`src/design/key_use_regs.svh`:
```
`ifndef KEY_USE_REGS_SVH
`define KEY_USE_REGS_SVH

// Register byte offsets
`define CMD_OFS         8'h00
`define SEL_OFS         8'h04
`define RESULT_OFS      8'h08
`define STATUS_OFS      8'h0C
`define LIMIT_EN_OFS    8'h10
`define READ_KEY_SELECTOR_OFS     8'h14
`define REQ_RANDOM_OFS  8'h18
`define AUTH_REQ_OFS    8'h1C
`define SECONDARY_OFS   8'h20
`define PUBKEY_OK_OFS   8'h24
`define COUNTER_OFS     8'h28
`define TEMP_KEY_REGISTER_OFS     8'h2C
`define LOCK_OFS        8'h30
`define BITMAP_OFS      8'h40

// Command register fields
`define CMD_OP_LSB      0
`define CMD_SECOND_LSB  4
`define CMD_VALIDATE    8
`define CMD_MODE_LSB    16

// Temporary key flag bits
`define TK_VALID        0
`define TK_NONCE_SRC    1
`define TK_DIGEST_DATA  2
`define TK_MAC_BLOCK    3

// Reset values and limits
`define TK_RESET        4'h0
`define SETTINGS_RESET  16'h0000
`define CNT_MAX         21'h1FFFFF
`define TRANSPORT_BASE  16'h8000
`define COPY_MODE       8'h01
`define LAST_CNT_SLOT   4'hE
`define SINGLE_USE_SLOT 4'hF

// Error codes
`define ERR_NONE        4'h0
`define ERR_TRANSPORT   4'h1
`define ERR_COUNT       4'h2
`define ERR_BITMAP      4'h3
`define ERR_AUTH        4'h4
`define ERR_COPY        4'h5
`define ERR_KEY         4'h6
`define ERR_RANDOM      4'h7

`endif

```
`src/design/key_use_pkg.sv`:
```
package key_use_pkg;
   typedef enum logic [3:0] {
      OP_OTHER,
      OP_MAC_CHECK,
      OP_VERIFY,
      OP_DIGEST_GEN,
      OP_KEYGEN,
      OP_READ,
      OP_WRITE
   } op_e;

   typedef enum logic [2:0] {
      ST_IDLE,
      ST_CHECK,
      ST_COMMIT,
      ST_GRANT
   } state_e;
endpackage

```
`src/design/key_use_if.sv`:
```
`timescale 1ns/1ps
`default_nettype none
interface key_use_if;
   logic         cnt_inc;
   logic         cnt_load;
   logic [20:0]  cnt_load_value;
   logic [20:0]  cnt_value;
   logic         cnt_at_max;
   logic         bm_use;
   logic         bm_load;
   logic [1:0]   bm_word;
   logic [31:0]  bm_load_value;
   logic [127:0] bm_value;
   logic         bm_empty;

   modport ctrl (output cnt_inc, cnt_load, cnt_load_value, bm_use, bm_load,
                 bm_word, bm_load_value,
                 input  cnt_value, cnt_at_max, bm_value, bm_empty);
   modport counter (input  cnt_inc, cnt_load, cnt_load_value,
                    output cnt_value, cnt_at_max);
   modport bitmap (input  bm_use, bm_load, bm_word, bm_load_value,
                   output bm_value, bm_empty);
endinterface
`default_nettype wire

```
`src/design/key_use_policy.sv`:
```
// The strobed register port and the placing of the registers were left to the implementer.
`timescale 1ns/1ps
`default_nettype none
`include "key_use_regs.svh"
module key_use_policy
   import key_use_pkg::*;
(
   // Clock and reset
   input  wire logic        clk_in,
   input  wire logic        reset_in,
   // Register port
   input  wire logic [7:0]  addr_in,
   input  wire logic [31:0] wr_data_in,
   input  wire logic        wr_in,
   input  wire logic        rd_in,
   output var  logic [31:0] rd_data_out,
   // Power events
   input  wire logic        wake_in,
   // Command status
   output var  logic        busy_out,
   output var  logic        grant_out,
   output var  logic        error_out,
   output var  logic [3:0]  err_code_out,
   output var  logic        transport_out,
   output var  logic [3:0]  data_slot_out,
   output var  logic [15:0] hash_selector_out,
   // Authorization and copy
   output var  logic        auth_ok_out,
   output var  logic [3:0]  auth_slot_out,
   output var  logic        copy_load_out,
   output var  logic [3:0]  copy_slot_out
);
   key_use_if lim ();

   use_counter u_counter (
      .clk_in   (clk_in),
      .reset_in (reset_in),
      .bus      (lim.counter)
   );

   use_bitmap u_bitmap (
      .clk_in   (clk_in),
      .reset_in (reset_in),
      .bus      (lim.bitmap)
   );

   // Command and configuration state
   state_e      state_q,  state_d;
   op_e         op_q,     op_d;
   logic [15:0] sel_q,    sel_d;
   logic [3:0]  second_q, second_d;
   logic        valid8_q, valid8_d;
   logic [7:0]  mode_q,   mode_d;
   logic [15:0] limit_en_q,  limit_en_d;
   logic [15:0] read_key_selector_q,   read_key_selector_d;
   logic [15:0] req_rand_q,  req_rand_d;
   logic [15:0] auth_req_q,  auth_req_d;
   logic [15:0] second_map_q, second_map_d;
   logic [15:0] pubkey_ok_q, pubkey_ok_d;
   logic [3:0]  tk_q,     tk_d;
   logic        lock_q,   lock_d;
   logic        need_cnt_q, need_cnt_d;
   logic        need_bm_q,  need_bm_d;
   // Output state
   logic [31:0] rd_data_q, rd_data_d;
   logic        busy_q,    busy_d;
   logic        grant_q,   grant_d;
   logic        error_q,   error_d;
   logic [3:0]  err_q,     err_d;
   logic        transport_q, transport_d;
   logic [3:0]  slot_q,    slot_d;
   logic [15:0] hash_sel_q, hash_sel_d;
   logic        auth_ok_q, auth_ok_d;
   logic [3:0]  auth_slot_q, auth_slot_d;
   logic        copy_q,    copy_d;
   logic [3:0]  copy_slot_q, copy_slot_d;

   // Decode of the captured command
   logic       is_transport;
   logic [3:0] slot;
   logic [3:0] target;
   logic       copy_mode;
   logic       bypass;
   logic       auth_cmd;
   logic       dual;
   logic       cnt_hit;
   logic       bm_hit;
   logic [3:0] fault;
   logic       wr_cmd;
   logic       wr_result;

   always_comb
   begin
      is_transport = (sel_q >= `TRANSPORT_BASE);
      slot         = sel_q[3:0];
      target       = second_map_q[slot] ? slot + 4'h1 : slot;
      copy_mode    = (op_q == OP_MAC_CHECK) && (mode_q == `COPY_MODE);
      bypass       = (op_q == OP_KEYGEN) || (op_q == OP_READ)
                     || (op_q == OP_WRITE)
                     || (copy_mode && target == slot);
      auth_cmd     = ((op_q == OP_MAC_CHECK) && !copy_mode)
                     || ((op_q == OP_VERIFY) && !valid8_q);
      dual         = (op_q == OP_VERIFY) && valid8_q;
      cnt_hit      = !bypass && !is_transport
                     && ((slot <= `LAST_CNT_SLOT && limit_en_q[slot])
                     || (dual && second_q <= `LAST_CNT_SLOT
                         && limit_en_q[second_q]));
      bm_hit       = !bypass && limit_en_q[`SINGLE_USE_SLOT]
                     && ((!is_transport && slot == `SINGLE_USE_SLOT)
                     || (dual && second_q == `SINGLE_USE_SLOT));
      // Checks run in priority order; the first failure wins
      if (is_transport && op_q != OP_DIGEST_GEN)
         fault = `ERR_TRANSPORT;
      else if (copy_mode && (!read_key_selector_q[target] || !tk_q[`TK_VALID]
               || tk_q[`TK_NONCE_SRC]))
         fault = `ERR_COPY;
      else if (op_q == OP_VERIFY && !is_transport && !pubkey_ok_q[slot])
         fault = `ERR_KEY;
      else if (auth_cmd && req_rand_q[slot] && tk_q[`TK_NONCE_SRC])
         fault = `ERR_RANDOM;
      else if (cnt_hit && lim.cnt_at_max)
         fault = `ERR_COUNT;
      else if (bm_hit && lim.bm_empty)
         fault = `ERR_BITMAP;
      else
         fault = `ERR_NONE;
      wr_cmd    = wr_in && addr_in == `CMD_OFS;
      wr_result = wr_in && addr_in == `RESULT_OFS;
   end

   // Limit uses happen only in COMMIT, before the grant; loads follow unlocked writes to the counter and bitmap registers
   always_comb
   begin
      lim.cnt_inc        = (state_q == ST_COMMIT) && need_cnt_q;
      lim.bm_use         = (state_q == ST_COMMIT) && need_bm_q;
      lim.cnt_load       = wr_in && !lock_q && addr_in == `COUNTER_OFS;
      lim.cnt_load_value = wr_data_in[20:0];
      lim.bm_load        = wr_in && !lock_q
                           && addr_in[7:4] == `BITMAP_OFS >> 4;
      lim.bm_word        = addr_in[3:2];
      lim.bm_load_value  = wr_data_in;
   end

   always_comb
   begin
      state_d      = state_q;
      op_d         = op_q;
      sel_d        = sel_q;
      second_d     = second_q;
      valid8_d     = valid8_q;
      mode_d       = mode_q;
      limit_en_d   = limit_en_q;
      read_key_selector_d    = read_key_selector_q;
      req_rand_d   = req_rand_q;
      auth_req_d   = auth_req_q;
      second_map_d = second_map_q;
      pubkey_ok_d  = pubkey_ok_q;
      tk_d         = tk_q;
      lock_d       = lock_q;
      need_cnt_d   = need_cnt_q;
      need_bm_d    = need_bm_q;
      grant_d      = grant_q;
      error_d      = error_q;
      err_d        = err_q;
      transport_d  = transport_q;
      slot_d       = slot_q;
      hash_sel_d   = hash_sel_q;
      auth_ok_d    = auth_ok_q;
      auth_slot_d  = auth_slot_q;
      copy_d       = 1'b0;
      copy_slot_d  = copy_slot_q;
      rd_data_d    = 32'h00000000;

      // Configuration freezes once locked
      if (wr_in && !lock_q)
      begin
         case (addr_in)
            `LIMIT_EN_OFS:   limit_en_d   = wr_data_in[15:0];
            `READ_KEY_SELECTOR_OFS:    read_key_selector_d    = wr_data_in[15:0];
            `REQ_RANDOM_OFS: req_rand_d   = wr_data_in[15:0];
            `AUTH_REQ_OFS:   auth_req_d   = wr_data_in[15:0];
            `SECONDARY_OFS:  second_map_d = wr_data_in[15:0];
            `PUBKEY_OK_OFS:  pubkey_ok_d  = wr_data_in[15:0];
            default:         lock_d       = lock_q;
         endcase
      end
      if (wr_in && addr_in == `LOCK_OFS && wr_data_in[0])
         lock_d = 1'b1;
      if (wr_in && addr_in == `TEMP_KEY_REGISTER_OFS)
         tk_d = wr_data_in[3:0];
      if (wr_in && addr_in == `SEL_OFS && state_q == ST_IDLE)
         sel_d = wr_data_in[15:0];

      // A wake clears authorization; a same-cycle set below still wins
      if (wake_in)
         auth_ok_d = 1'b0;

      case (state_q)
         ST_IDLE:
         begin
            if (wr_cmd)
            begin
               op_d     = op_e'(wr_data_in[`CMD_OP_LSB +: 4]);
               second_d = wr_data_in[`CMD_SECOND_LSB +: 4];
               valid8_d = wr_data_in[`CMD_VALIDATE];
               mode_d   = wr_data_in[`CMD_MODE_LSB +: 8];
               grant_d  = 1'b0;
               error_d  = 1'b0;
               err_d    = `ERR_NONE;
               state_d  = ST_CHECK;
            end
         end
         ST_CHECK:
         begin
            transport_d = is_transport;
            slot_d      = slot;
            hash_sel_d  = sel_q;
            need_cnt_d  = cnt_hit;
            need_bm_d   = bm_hit;
            if (!is_transport && auth_req_q[slot] && !auth_cmd)
               auth_ok_d = 1'b0;
            if (fault != `ERR_NONE)
            begin
               error_d = 1'b1;
               err_d   = fault;
               state_d = ST_IDLE;
            end
            else
               state_d = ST_COMMIT;
         end
         ST_COMMIT:
         begin
            grant_d = 1'b1;
            state_d = ST_GRANT;
         end
         ST_GRANT:
         begin
            if (wr_result)
            begin
               grant_d = 1'b0;
               if (wr_data_in[0] && auth_cmd)
               begin
                  auth_ok_d   = 1'b1;
                  auth_slot_d = slot_q;
               end
               else if (wr_data_in[0] && copy_mode)
               begin
                  copy_d      = 1'b1;
                  copy_slot_d = target;
                  tk_d        = 4'b0011;
               end
               else if (!wr_data_in[0] && (auth_cmd || copy_mode))
               begin
                  error_d = 1'b1;
                  err_d   = `ERR_AUTH;
               end
               state_d = ST_IDLE;
            end
         end
         default: state_d = ST_IDLE;
      endcase
      busy_d = state_d != ST_IDLE;

      if (rd_in)
      begin
         case (addr_in)
            `SEL_OFS:        rd_data_d = {16'h0000, sel_q};
            `STATUS_OFS:     rd_data_d = {4'h0, auth_slot_q, 3'b000,
                                          auth_ok_q, 4'h0, err_q, 3'b000,
                                          transport_q, slot_q, grant_q,
                                          error_q, lock_q,
                                          state_q != ST_IDLE};
            `LIMIT_EN_OFS:   rd_data_d = {16'h0000, limit_en_q};
            `READ_KEY_SELECTOR_OFS:    rd_data_d = {16'h0000, read_key_selector_q};
            `REQ_RANDOM_OFS: rd_data_d = {16'h0000, req_rand_q};
            `AUTH_REQ_OFS:   rd_data_d = {16'h0000, auth_req_q};
            `SECONDARY_OFS:  rd_data_d = {16'h0000, second_map_q};
            `PUBKEY_OK_OFS:  rd_data_d = {16'h0000, pubkey_ok_q};
            `COUNTER_OFS:    rd_data_d = {11'h000, lim.cnt_value};
            `TEMP_KEY_REGISTER_OFS:    rd_data_d = {28'h0000000, tk_q};
            `LOCK_OFS:       rd_data_d = {31'h00000000, lock_q};
            default:
            begin
               if (addr_in[7:4] == `BITMAP_OFS >> 4)
                  rd_data_d = lim.bm_value[{addr_in[3:2], 5'h00} +: 32];
               else
                  rd_data_d = 32'h00000000;
            end
         endcase
      end
   end

   always_ff @(posedge clk_in)
   begin
      if (reset_in)
      begin
         state_q      <= ST_IDLE;
         op_q         <= OP_OTHER;
         sel_q        <= 16'h0000;
         second_q     <= 4'h0;
         valid8_q     <= 1'b0;
         mode_q       <= 8'h00;
         limit_en_q   <= `SETTINGS_RESET;
         read_key_selector_q    <= `SETTINGS_RESET;
         req_rand_q   <= `SETTINGS_RESET;
         auth_req_q   <= `SETTINGS_RESET;
         second_map_q <= `SETTINGS_RESET;
         pubkey_ok_q  <= `SETTINGS_RESET;
         tk_q         <= `TK_RESET;
         lock_q       <= 1'b0;
         need_cnt_q   <= 1'b0;
         need_bm_q    <= 1'b0;
         rd_data_q    <= 32'h00000000;
         busy_q       <= 1'b0;
         grant_q      <= 1'b0;
         error_q      <= 1'b0;
         err_q        <= `ERR_NONE;
         transport_q  <= 1'b0;
         slot_q       <= 4'h0;
         hash_sel_q   <= 16'h0000;
         auth_ok_q    <= 1'b0;
         auth_slot_q  <= 4'h0;
         copy_q       <= 1'b0;
         copy_slot_q  <= 4'h0;
      end
      else
      begin
         state_q      <= state_d;
         op_q         <= op_d;
         sel_q        <= sel_d;
         second_q     <= second_d;
         valid8_q     <= valid8_d;
         mode_q       <= mode_d;
         limit_en_q   <= limit_en_d;
         read_key_selector_q    <= read_key_selector_d;
         req_rand_q   <= req_rand_d;
         auth_req_q   <= auth_req_d;
         second_map_q <= second_map_d;
         pubkey_ok_q  <= pubkey_ok_d;
         tk_q         <= tk_d;
         lock_q       <= lock_d;
         need_cnt_q   <= need_cnt_d;
         need_bm_q    <= need_bm_d;
         rd_data_q    <= rd_data_d;
         busy_q       <= busy_d;
         grant_q      <= grant_d;
         error_q      <= error_d;
         err_q        <= err_d;
         transport_q  <= transport_d;
         slot_q       <= slot_d;
         hash_sel_q   <= hash_sel_d;
         auth_ok_q    <= auth_ok_d;
         auth_slot_q  <= auth_slot_d;
         copy_q       <= copy_d;
         copy_slot_q  <= copy_slot_d;
      end
   end

   assign rd_data_out       = rd_data_q;
   assign busy_out          = busy_q;
   assign grant_out         = grant_q;
   assign error_out         = error_q;
   assign err_code_out      = err_q;
   assign transport_out     = transport_q;
   assign data_slot_out     = slot_q;
   assign hash_selector_out = hash_sel_q;
   assign auth_ok_out       = auth_ok_q;
   assign auth_slot_out     = auth_slot_q;
   assign copy_load_out     = copy_q;
   assign copy_slot_out     = copy_slot_q;
endmodule
`default_nettype wire

```
`src/design/use_bitmap.sv`:
```
`timescale 1ns/1ps
`default_nettype none
`include "key_use_regs.svh"
module use_bitmap
   import key_use_pkg::*;
(
   input wire logic clk_in,
   input wire logic reset_in,
   key_use_if.bitmap bus
);
   logic [127:0] bits_q;
   logic [127:0] bits_d;
   logic [6:0]   pos;
   logic         found;
   logic [3:0]   loaded_q;
   logic [3:0]   loaded_d;

   // Scan byte 0 bit 7 first, then downward, then the next byte
   always_comb
   begin
      logic [6:0] k;
      k     = 7'h00;
      pos   = 7'h00;
      found = 1'b0;
      for (int i = 0; i < 128; i++)
      begin
         k = 7'(i);
         if (!found && bits_q[{k[6:3], ~k[2:0]}])
         begin
            found = 1'b1;
            pos   = {k[6:3], ~k[2:0]};
         end
      end
   end

   // No reset: consumed bits return only through a load, only one bit moves per use
   always_comb
   begin
      bits_d = bits_q;
      // Words power up unknown; the hold check waits until all are loaded
      loaded_d = loaded_q;
      if (reset_in)
         loaded_d = 4'h0;
      else if (bus.bm_load)
         loaded_d[bus.bm_word] = 1'b1;
      if (bus.bm_load)
         bits_d[{bus.bm_word, 5'h00} +: 32] = bus.bm_load_value;
      else if (bus.bm_use && found)
         bits_d[pos] = 1'b0;
   end

   always_ff @(posedge clk_in)
   begin
      bits_q   <= bits_d;
      loaded_q <= loaded_d;
   end

   assign bus.bm_value = bits_q;
   assign bus.bm_empty = !found;
endmodule
`default_nettype wire

```
`src/design/use_counter.sv`:
```
`timescale 1ns/1ps
`default_nettype none
`include "key_use_regs.svh"
module use_counter
   import key_use_pkg::*;
(
   input wire logic clk_in,
   input wire logic reset_in,
   key_use_if.counter bus
);
   logic [20:0] count_q;
   logic [20:0] count_d;
   logic        loaded_q;
   logic        loaded_d;

   // Nonvolatile count: no reset, only personalization load or increment
   always_comb
   begin
      count_d = count_q;
      // The stored count powers up unknown; the no-decrease check waits for a load
      loaded_d = !reset_in && (loaded_q || bus.cnt_load);
      if (bus.cnt_load)
         count_d = bus.cnt_load_value;
      else if (bus.cnt_inc && count_q != `CNT_MAX)
         count_d = count_q + 21'h000001;
   end

   always_ff @(posedge clk_in)
   begin
      count_q  <= count_d;
      loaded_q <= loaded_d;
   end

   assign bus.cnt_value  = count_q;
   assign bus.cnt_at_max = (count_q == `CNT_MAX);
endmodule
`default_nettype wire
```
`config.mk`:
```
export PLATFORM = sky130hd
export DESIGN_NAME = key_use_policy
export DESIGN_NICKNAME = d
export VERILOG_FILES = /design/src/design/key_use_pkg.sv /design/src/design/key_use_if.sv /design/src/design/key_use_policy.sv /design/src/design/use_bitmap.sv /design/src/design/use_counter.sv
export VERILOG_INCLUDE_DIRS = /design/src /design/src/design
export SDC_FILE = /design/constraint.sdc
export NUM_CORES = 1
export LEC_CHECK = 0
export ABC_AREA = 1
export BUFFER_PORTS_ARGS = -buffer_cell sky130_fd_sc_hd__buf_2
export CORE_UTILIZATION = 24
export CTS_BUF_LIST = sky130_fd_sc_hd__clkbuf_8
export DETAILED_ROUTE_END_ITERATION = 8
export MAX_ROUTING_LAYER = met4
export PLACE_DENSITY = 0.41
export SLEW_MARGIN = 10
export SYNTH_ARGS = -nofsm -noshare
export SYNTH_HDL_FRONTEND = slang
export SYNTH_SLANG_ARGS = --single-unit
```
`constraint.sdc`:
```
create_clock -name clk_in -period 15.9 [get_ports clk_in]
set_input_delay 0.795 -clock clk_in [delete_from_list [all_inputs] [get_ports clk_in]]
set_output_delay 0.795 -clock clk_in [all_outputs]
set_load 0.03 [all_outputs]
```
==> results of run 1 <==
worst max-delay path, delay by kind of cell (launching register included):
family	cells	cell delay (ps)
flops	1	450
compound gates	1	200
buf+inv	1	50
simple gates	67	9470
layout by cell type (no fill, tap or decap), types with 54 or more instances in the layout:
| cell type | synthesis | final |
|---|---|---|
| nand3_1 | 185 | 185 |
| a21oi_1 | 317 | 317 |
| clkbuf_8 | 0 | 91 |
| buf_2 | 0 | 112 |
| edfxtp_1 | 149 | 149 |
| dfxtp_1 | 204 | 203 |
| o21ai_0 | 355 | 355 |
| o31ai_1 | 63 | 63 |
| nand2_1 | 184 | 183 |
| inv_1 | 397 | 414 |
| o32ai_1 | 54 | 54 |
| nor2_1 | 197 | 196 |
per-stage QoR:
step                      instance area, um2  worst slack (ps)
final                                  23000              5540
after global placement                 21500              5890
after global routing                   23000              4500
after CTS                              23000              5620
after detailed placement               21500              5670
after floorplan                        19900              7070
cell usage after synthesis, drive strengths merged:
cell type,n,share of area (%)
a2111oi,10,0.44
a211oi,9,0.34
a21boi,1,0.038
a21oi,318,8.0
a221oi,5,0.22
a311oi,1,0.044
a31oi,9,0.28
a41oi,2,0.088
buf,20,0.47
clkbuf,125,2.4
clkinv,5,0.094
conb,1,0.019
dfxtp,204,20
edfxtp,149,22
ha,10,0.63
inv,400,7.5
nand2,184,3.5
nand3,187,4.7
nand3b,6,0.23
nand4,73,4.2
nor2,230,5.4
nor3,30,0.80
nor4,18,0.57
nor4b,3,0.13
o2111ai,9,0.40
o211ai,7,0.26
o21a,2,0.075
o21ai,357,9.0
o221ai,6,0.26
o22ai,39,1.2
o311ai,5,0.22
o31ai,63,2.4
o32ai,54,2.4
o41ai,3,0.13
or2,1,0.031
or4,1,0.038
xor2,12,0.53
per-layer routing:
| metal | part of all wire (%) | vias up |
|---|---|---|
| met5 | 0 | - |
| met4 | 4.9 | 0 |
| met3 | 5.6 | 209 |
| met2 | 47 | 857 |
| met1 | 43 | 9679 |
| li1 | - | 9207 |
path summary, 6_finish.rpt:
check,startpoint,end,slack [ps],cells after the start
setup / recovery,u_bitmap.bus.bm_value[6]$_DFFE_PP_,u_bitmap.bus.bm_value[0]$_DFFE_PP_,5540,69
hold / removal,wake_in,auth_ok_out$_SDFF_PP0_,390,4
setup reg to reg,u_bitmap.bus.bm_value[6]$_DFFE_PP_,u_bitmap.bus.bm_value[0]$_DFFE_PP_,5540,69
hold reg to reg,hash_selector_out[15]$_SDFFE_PP0N_,hash_selector_out[15]$_SDFFE_PP0N_,460,2
report_power, final:
| group | switching (W) | internal (W) |
|---|---|---|
| logic | 0.0000942 | 0.0000214 |
| registers | 0.00000207 | 0.000941 |
| clock network | 0.000466 | 0.000538 |
layout make-up:
cell class	instances	area share [%]
Antenna cell	2	0.0217
Clock buffer	91	5.43
Clock inverter	42	1.07
Inverter	405	6.60
Multi-Input combinational cell	1657	40.3
Sequential cell	353	37.1
Tap cell	1070	5.81
Timing Repair Buffer	148	3.60
flip-flops by register name, summed over array words and instances (netlist names), 3 cells and up:
| signal | flops |
|---|---|
| copy_slot_out | 4 |
| u_counter.bus.cnt_value | 21 |
| pubkey_ok_q | 16 |
| req_rand_q | 16 |
| u_bitmap.bus.bm_value | 128 |
| second_map_q | 16 |
| state_q | 3 |
| read_key_selector_q | 16 |
| sel_q | 16 |
| hash_selector_out | 13 |
| limit_en_q | 16 |
| tk_q | 4 |
| auth_req_q | 16 |
| err_code_out | 3 |
| mode_q | 8 |
| second_q | 4 |
| rd_data_out | 32 |
| auth_slot_out | 4 |
| op_q | 4 |
| data_slot_out | 3 |
cells by family after synthesis:
| group | count (synthesis) |
|---|---|
| XOR/XNOR | 12 |
| flip-flops | 353 |
| AO/OA/AOI/OAI | 900 |
| AND/OR/NAND/NOR | 733 |
| buffers and inverters | 550 |
| adder cells (fa/ha/maj) | 10 |
| other | 1 |
==> results.cfg, run 1 <==
[sta]
tightestPinTransition_ps = 1450
fin_crit_ps = 10360
fin_skew_ps = 51.4
rsz0062_at_grt = no
relSlewSlack_pct = 2.32
period_share_pct = 65.1
fmax_ghz = 0.0966
finalHoldViolCount = 0
timing.final.max_slew_violations = 0
hold_ws_ps = 392
timing.setup.tns_ps = 0
setup_viol = 0

[synthesis]
synthSimpleGateAreaFrac_pct = 19.7
synth_top_family_by_area = compound AO/OA/AOI/OAI gates
synth_compound_area_share_pct = 25.8
synth_warnings = 0
syn-cell-area_um2 = 19900
synth_cell_types = 47
synth-xor-area-share_pct = 0.528
synth_seq_cells = 353
avgSynthCellArea_um2 = 7.78
muxShareOfSynthArea_pct = 0
ys_seq_area_share_pct = 43.0
syn-instance-count = 2559
synthAdderAreaFrac_pct = 0.628

[layout]
fillers = 8975
area_growth_pct = 15.7
fin_cells = 3768
multi_input_area_um2 = 9290
finish.utilization_pct = 28.1
fin_nets = 2692
drive_gt1_share_pct = 12.4
regArea_um2 = 8560

[floorplan]
core_um2 = 82100
dieArea_um2 = 84200
rows = 105
io_pins = 115
start_util_pct = 24.3
chipHeight_um = 290
dieWidth_um = 290

[global_route]
grt_pass1_wl_um = 140000
gr-usage-all-layers_pct = 23.4
grt_max_degree = 95
antenna_found_initial = 7
grt_pass1_vias = 19044
grt-busiest-layer = met2
grt_overflow_total = 0
grtUsageMet3_pct = 3.30
use_met2_pct = 37.5
grt_use_met1_pct = 29.3

[routing]
drtIter0Drc = 2012
route.detailed.drc = 0
wl_per_cell_um = 26.1
vias = 19952
drtPass1Iterations = 6
viasPerCell = 5.30
ant_nets = 0
routed_wl_um = 98300

[worst_hold_path]
min_path_type = in2reg

[clocking]
root_buffer = clkbuf_8
ctsResizeCount = 0
cts_setup_buffers = 0
clock-sinks = 353
cts_hold_buf = 0
h-tree-depth = 3
cts_buffer_depth = 3
cts_tree = yes
numCtsBuffers = 72
clock_latency_ps = 700
cts.clk_slew.worst_paths_ps = 60

[place]
place_inst = 3633
dp_hpwl_um = 72000
place.port_buffers = 113
gp_congestion = 0.941

[power_and_ir_drop]
p_per_area_nw_per_um2 = 89.5
p_leak_nw = 8.80
power_w = 0.00206
ir_drop_v = 0.0000510

[setup_path]
cp_common_cell = nor2_4
critical-path-slowest-cell = edfxtp_1
arrival_ps = 10900
critical_path_required_ps = 16450
slowest_delay_ps = 450
critPathKind = reg2reg
cp_max_fo = 4
crit_path_end_kind = register
cp-start-kind = register

[run]
drv_cap = 0

[run_status]
outcome = complete, no violations
Note: power is estimated with default switching activity, not from simulation.
==> inputs of run 2 (changes only) <==
==> constraint.sdc (replaced) <==
create_clock -name clk_in -period 10.67 [get_ports clk_in]
set_input_delay 0.5335 -clock clk_in [delete_from_list [all_inputs] [get_ports clk_in]]
set_output_delay 0.5335 -clock clk_in [all_outputs]
set_load 0.03 [all_outputs]
==> run 2 against run 1 <==
  * Global-route usage fell by 0.13 points
  * Maximum frequency is 2.3% higher
  * Non-clock buffer count grew 20
  * Clock skew decreased by 12 ps
  * Power is 45% higher
  * Routed wire length up 0.38%
  * Sequential share of layout area shrank 0.39 points
  * Sequential power up 50%
  * Die area stayed put
  * Combinational power up 49%
  * Utilization increased by 0.30 points
==> results.cfg, run 2 (synthesized netlist as in run 1, its figures left out) <==
[run_status]
outcome = complete, no violations

[place]
place.port_buffers = 113
gp_congestion = 0.971
dp_hpwl_um = 72800
pre_cts_ws_ps = 299

[power_and_ir_drop]
p_per_area_nw_per_um2 = 128
ir_drop_v = 0.0000723
p_leak_nw = 8.90

[setup_path]
reg2reg_from = u_bitmap.bus.bm_value[6]$_DFFE_PP_
arrival_ps = 10540
cp_common_cell = nor2_4
r2r_setup_slack_ps = 540
rr_endpoint = u_bitmap.bus.bm_value[22]$_DFFE_PP_
cp-start-kind = register
critPathKind = reg2reg
worst-r2r-cell-count = 68
slowest_delay_ps = 470
critical_path_required_ps = 11080
critical-path-slowest-cell = edfxtp_1
cp_max_fo = 9
crit_path_end_kind = register

[floorplan]
rows = 105
core_um2 = 82100
dieArea_um2 = 84200
io_pins = 115
chipHeight_um = 290
dieWidth_um = 290
start_util_pct = 24.3

[routing]
route.detailed.drc = 0
drtIter0Drc = 2152
vias = 20049
ant_nets = 0
viasPerCell = 5.31
wl_per_cell_um = 26.1
drtPass1Iterations = 6
routed_wl_um = 98700

[sta]
finalHoldViolCount = 0
fin_ws_ps = 544
fmax_ghz = 0.0988
tightestPinTransition_ps = 1360
fin_skew_ps = 39.3
rsz0062_at_grt = yes
fin_crit_ps = 10130
period_share_pct = 94.9
setup_viol = 0
timing.setup.tns_ps = 0
relSlewSlack_pct = 8.67
timing.final.max_slew_violations = 0

[run]
drv_cap = 0

[clocking]
numCtsBuffers = 71
cts_hold_buf = 0
clock-sinks = 353
cts_buffer_depth = 3
root_buffer = clkbuf_8
clock_latency_ps = 670
cts_tree = yes
cts.clk_slew.worst_paths_ps = 60
h-tree-depth = 3

[layout]
drive_gt1_share_pct = 13.0
largest_reg_flops = 128
fin_nets = 2711
final_common_cell = inv_1
area_growth_pct = 16.9
final_cell_mix = inv_1, o21ai_0, a21oi_1
fillers = 8925

[worst_hold_path]
hold_path_end = auth_ok_out$_SDFF_PP0_
min_from = wake_in
min_path_type = in2reg
whs_path_depth = 4

[global_route]
grt_pass1_wl_um = 139000
grt_pass1_vias = 19025
grt_overflow_total = 0
gr-usage-all-layers_pct = 23.3
antenna_found_initial = 3
grt_max_degree = 77
-- run 2: layout make-up --
type	instances	area [um2]	share of cell area, %
Inverter	405	1520	6.53
Clock inverter	37	184	0.790
Tap cell	1070	1340	5.75
Clock buffer	87	1200	5.14
Timing Repair Buffer	168	1090	4.66
Multi-Input combinational cell	1657	9410	40.4
Sequential cell	353	8560	36.7
Antenna cell	1	2.50	0.0107
-- run 2: worst max path at each step --
stage	startpoint	slack, ps	end	depth (start not counted)
2_1_floorplan	u_bitmap.bus.bm_value[6]$_DFFE_PP_	1840	u_bitmap.bus.bm_value[0]$_DFFE_PP_	66
3_3_place_gp	u_bitmap.bus.bm_value[6]$_DFFE_PP_	510	u_bitmap.bus.bm_value[0]$_DFFE_PP_	69
3_5_place_dp	u_bitmap.bus.bm_value[6]$_DFFE_PP_	300	u_bitmap.bus.bm_value[0]$_DFFE_PP_	69
4_1_cts	u_bitmap.bus.bm_value[6]$_DFFE_PP_	230	u_bitmap.bus.bm_value[0]$_DFFE_PP_	69
5_1_grt	u_bitmap.bus.bm_value[6]$_DFFE_PP_	-170	u_bitmap.bus.bm_value[0]$_DFFE_PP_	69
6_report	u_bitmap.bus.bm_value[6]$_DFFE_PP_	540	u_bitmap.bus.bm_value[22]$_DFFE_PP_	68
-- run 2: critical path: cells and delay by family, from the launching register on --
family	cells	cell delay [ps]
flops	1	470
buf+inv	2	410
simple gates	66	8930
-- run 2: layer usage --
metal	part of all wire, %	GRT usage, %	vias up
li1	-	-	9235
met3	4.7	2.58	189
met1	43	29.1	9796
met5	0	-	-
met2	46	37.0	829
met4	5.6	12.0	0
-- run 2: timing repair --
action                     CTS  global route
setup endpoints to repair    0           136
gates resized for setup      0            37
buffers inserted             0            15
-- run 2: through the flow --
| stage | total power, W | cell area (um2) | cells | util (%) | hold WS (ps) |
|---|---|---|---|---|---|
| 2_1_floorplan | 0.00151 | 19900 | 2560 | - | 431 |
| 3_3_place_gp | 0.00161 | 21600 | 3635 | 26.3 | 437 |
| 3_5_place_dp | 0.00160 | 21600 | 3635 | 26.3 | 437 |
| 4_1_cts | 0.00302 | 22900 | 3759 | 27.9 | 115 |
| 5_1_grt | 0.00308 | 23300 | 3777 | 28.4 | 153 |
| 6_report | 0.00299 | 23300 | 3778 | 28.4 | 163 |
-- run 2: power breakdown --
group	internal (W)	switching, W	total, W
Clock	0.000739	0.000671	0.00141
Combinational	0.0000325	0.000141	0.000173
Sequential	0.00140	0.00000313	0.00141
Total	0.00217	0.000815	0.00299
==> inputs of run 3 (changes only) <==
--- a/config.mk
+++ b/config.mk
@@ -6,12 +6,10 @@
 export SDC_FILE = /design/constraint.sdc
 export NUM_CORES = 1
 export LEC_CHECK = 0
-export ABC_AREA = 1
 export BUFFER_PORTS_ARGS = -buffer_cell sky130_fd_sc_hd__buf_2
 export CORE_UTILIZATION = 24
 export CTS_BUF_LIST = sky130_fd_sc_hd__clkbuf_8
 export DETAILED_ROUTE_END_ITERATION = 8
-export MAX_ROUTING_LAYER = met4
 export PLACE_DENSITY = 0.41
 export SLEW_MARGIN = 10
 export SYNTH_ARGS = -nofsm -noshare
==> run 3 against run 2 <==
  * Clock skew fell by 11 ps
  * Maximum frequency rose by 130%
  * Critical path type unchanged
  * Combinational power fell by 30%
  * Largest cell class unchanged
  * Sequential share of layout area rose by 3.0 points
==> results.cfg, run 3 <==
[floorplan]
rows = 101
io_pins = 115
core_um2 = 76500
dieWidth_um = 281
dieArea_um2 = 78800
start_util_pct = 24.4
chipHeight_um = 281

[worst_hold_path]
whs_path_depth = 3
min_path_type = in2reg
min_from = wr_data_in[31]

[clocking]
ctsResizeCount = 0
cts_tree = yes
root_buffer = clkbuf_8
numCtsBuffers = 68
cts_hold_buf = 0
clock_latency_ps = 660
clock-sinks = 353
h-tree-depth = 3
cts_buffer_depth = 3
cts.clk_slew.worst_paths_ps = 60
cts_setup_buffers = 0

[synthesis]
synth_seq_cells = 353
synth_warnings = 0
ys_seq_area_share_pct = 45.9
avgSynthCellArea_um2 = 9.37
synthTopCellsByCount = nand2_1, dfxtp_1, a21oi_1
syn-cell-area_um2 = 18700
synth_top_area_share_pct = 24.0
ys.flop_type = dfxtp_1
ys_async_sr_fraction_pct = 0
synth.most_common_cell = nand2_1
syn-instance-count = 1991
yosysTopAreaCell = edfxtp_1
synth_edf_count = 149
synth_cell_types = 75
synth.area.top_cells = edfxtp_1, dfxtp_1, nand2_1

[sta]
finalHoldViolCount = 0
fmax_ghz = 0.229
fin_ws_ps = 6310
rsz0062_at_grt = no
timing.setup.tns_ps = 0
timing.final.max_slew_violations = 0
period_share_pct = 40.8
fin_skew_ps = 28.3
tightestPinTransition_ps = 1120
setup_viol = 0
relSlewSlack_pct = 25.1
fin_crit_ps = 4360

[routing]
viasPerCell = 5.45
drtPass1Iterations = 7
ant_nets = 0
vias = 17127
routed_wl_um = 86700
route.detailed.drc = 0
wl_per_cell_um = 27.6
drtIter0Drc = 2028

[global_route]
use_met2_pct = 32.7
grt_overflow_total = 0
gr-usage-all-layers_pct = 21.7
grtUsageMet3_pct = 5.43
grt-busiest-layer = met2
grt_max_degree = 96
grt_pass1_vias = 16254
grt_use_met1_pct = 30.1
antenna_found_initial = 3
grt_pass1_wl_um = 123000

[setup_path]
cp_max_fo = 13
reg2reg_from = u_bitmap.bus.bm_value[15]$_DFFE_PP_
slowest_delay_ps = 770
critPathKind = reg2reg
path_depth = 9
crit_path_end_kind = register
cp-start-kind = register
arrival_ps = 4850
worst-r2r-cell-count = 9
critPathTopFamily = simple AND/OR/NAND/NOR gates
startpoint = u_bitmap.bus.bm_value[15]$_DFFE_PP_
path_buf_inv = 0
cp_cell_sequence = nor4_1, nand4_1, nor3_2, nand2_1, nor3_1, nand3_1, o31ai_1, nor4_1, a41oi_1
critical-path-slowest-cell = nor3_2
cp_common_cell = nor4_1
critical_path_required_ps = 11170

[place]
gp_congestion = 0.944
place_area_um2 = 20200
pre_cts_ws_ps = 6340
dp_hpwl_um = 61200
place.port_buffers = 113
place_inst = 3015

[power_and_ir_drop]
power_w = 0.00289
p_per_area_nw_per_um2 = 134
p_leak_nw = 7.15
ir_drop_v = 0.0000649

[layout]
fin_nets = 2110
area_growth_pct = 15.4
final_common_cell = nand2_1
finalInstanceArea_um2 = 21500
drive_gt1_share_pct = 15.8
final_cell_mix = nand2_1, dfxtp_1, a21oi_1
fin_cells = 3140
largest_reg_flops = 128

[run_status]
outcome = complete, no violations

[run]
drv_cap = 0
[run 3: changes by cell type after synthesis, moves of 80 or more]
| cell | delta |
|---|---|
| nor2_1 | -80 |
| nand3_1 | -141 |
| inv_1 | -369 |
| nand2_1 | +281 |
| a21oi_1 | -137 |
| o21ai_0 | -332 |
[run 3: per-stage QoR]
step	utilization (%)	hold WS (ps)
after floorplan	-	432
after global placement	26.4	442
after detailed placement	26.4	445
after CTS	28.2	164
after global routing	28.2	216
final	28.2	223
[run 3: where the power goes]
group          leakage (nW)  total (W)  switching (W)  internal [W]
registers              2.98    0.00141     0.00000402       0.00140
logic                  3.39   0.000121      0.0000915     0.0000292
clock network         0.777    0.00137       0.000635      0.000732
[run 3: worst min-delay path, stage by stage]
cell     delay (ps)
buf_2           130
nand2_1          50
nand2_1          60
[run 3: layout make-up]
cell class	instances	area, um2
Antenna cell	2	5.00
Clock buffer	80	1100
Clock inverter	43	244
Fill cell	8088	54900
Inverter	29	109
Multi-Input combinational cell	1463	9450
Sequential cell	353	8560
Tap cell	1030	1290
Timing Repair Buffer	140	774
[run 3: metal layers]
metal	routed length, um	part of all wire (%)
met1	38400	44
met2	38400	44
met3	7780	9.0
met4	2170	2.5
met5	0	0
[run 3: final timing paths]
path / end / slack (ps)
setup / recovery: u_bitmap.bus.bm_value[0]$_DFFE_PP_ / 6310
hold reg to reg: hash_selector_out[15]$_SDFFE_PP0N_ / 450
hold / removal: u_bitmap.bus.bm_value[95]$_DFFE_PP_ / 220
setup reg to reg: u_bitmap.bus.bm_value[0]$_DFFE_PP_ / 6310
[run 3: cells by family after synthesis]
kind of cell	share of synthesized area (%)
adder cells (fa/ha/maj)	0.671
multiplexers	10.3
flip-flops	45.9
AO/OA/AOI/OAI	17.6
buffers and inverters	3.70
XOR/XNOR	0.939
other	0.0201
AND/OR/NAND/NOR	20.9
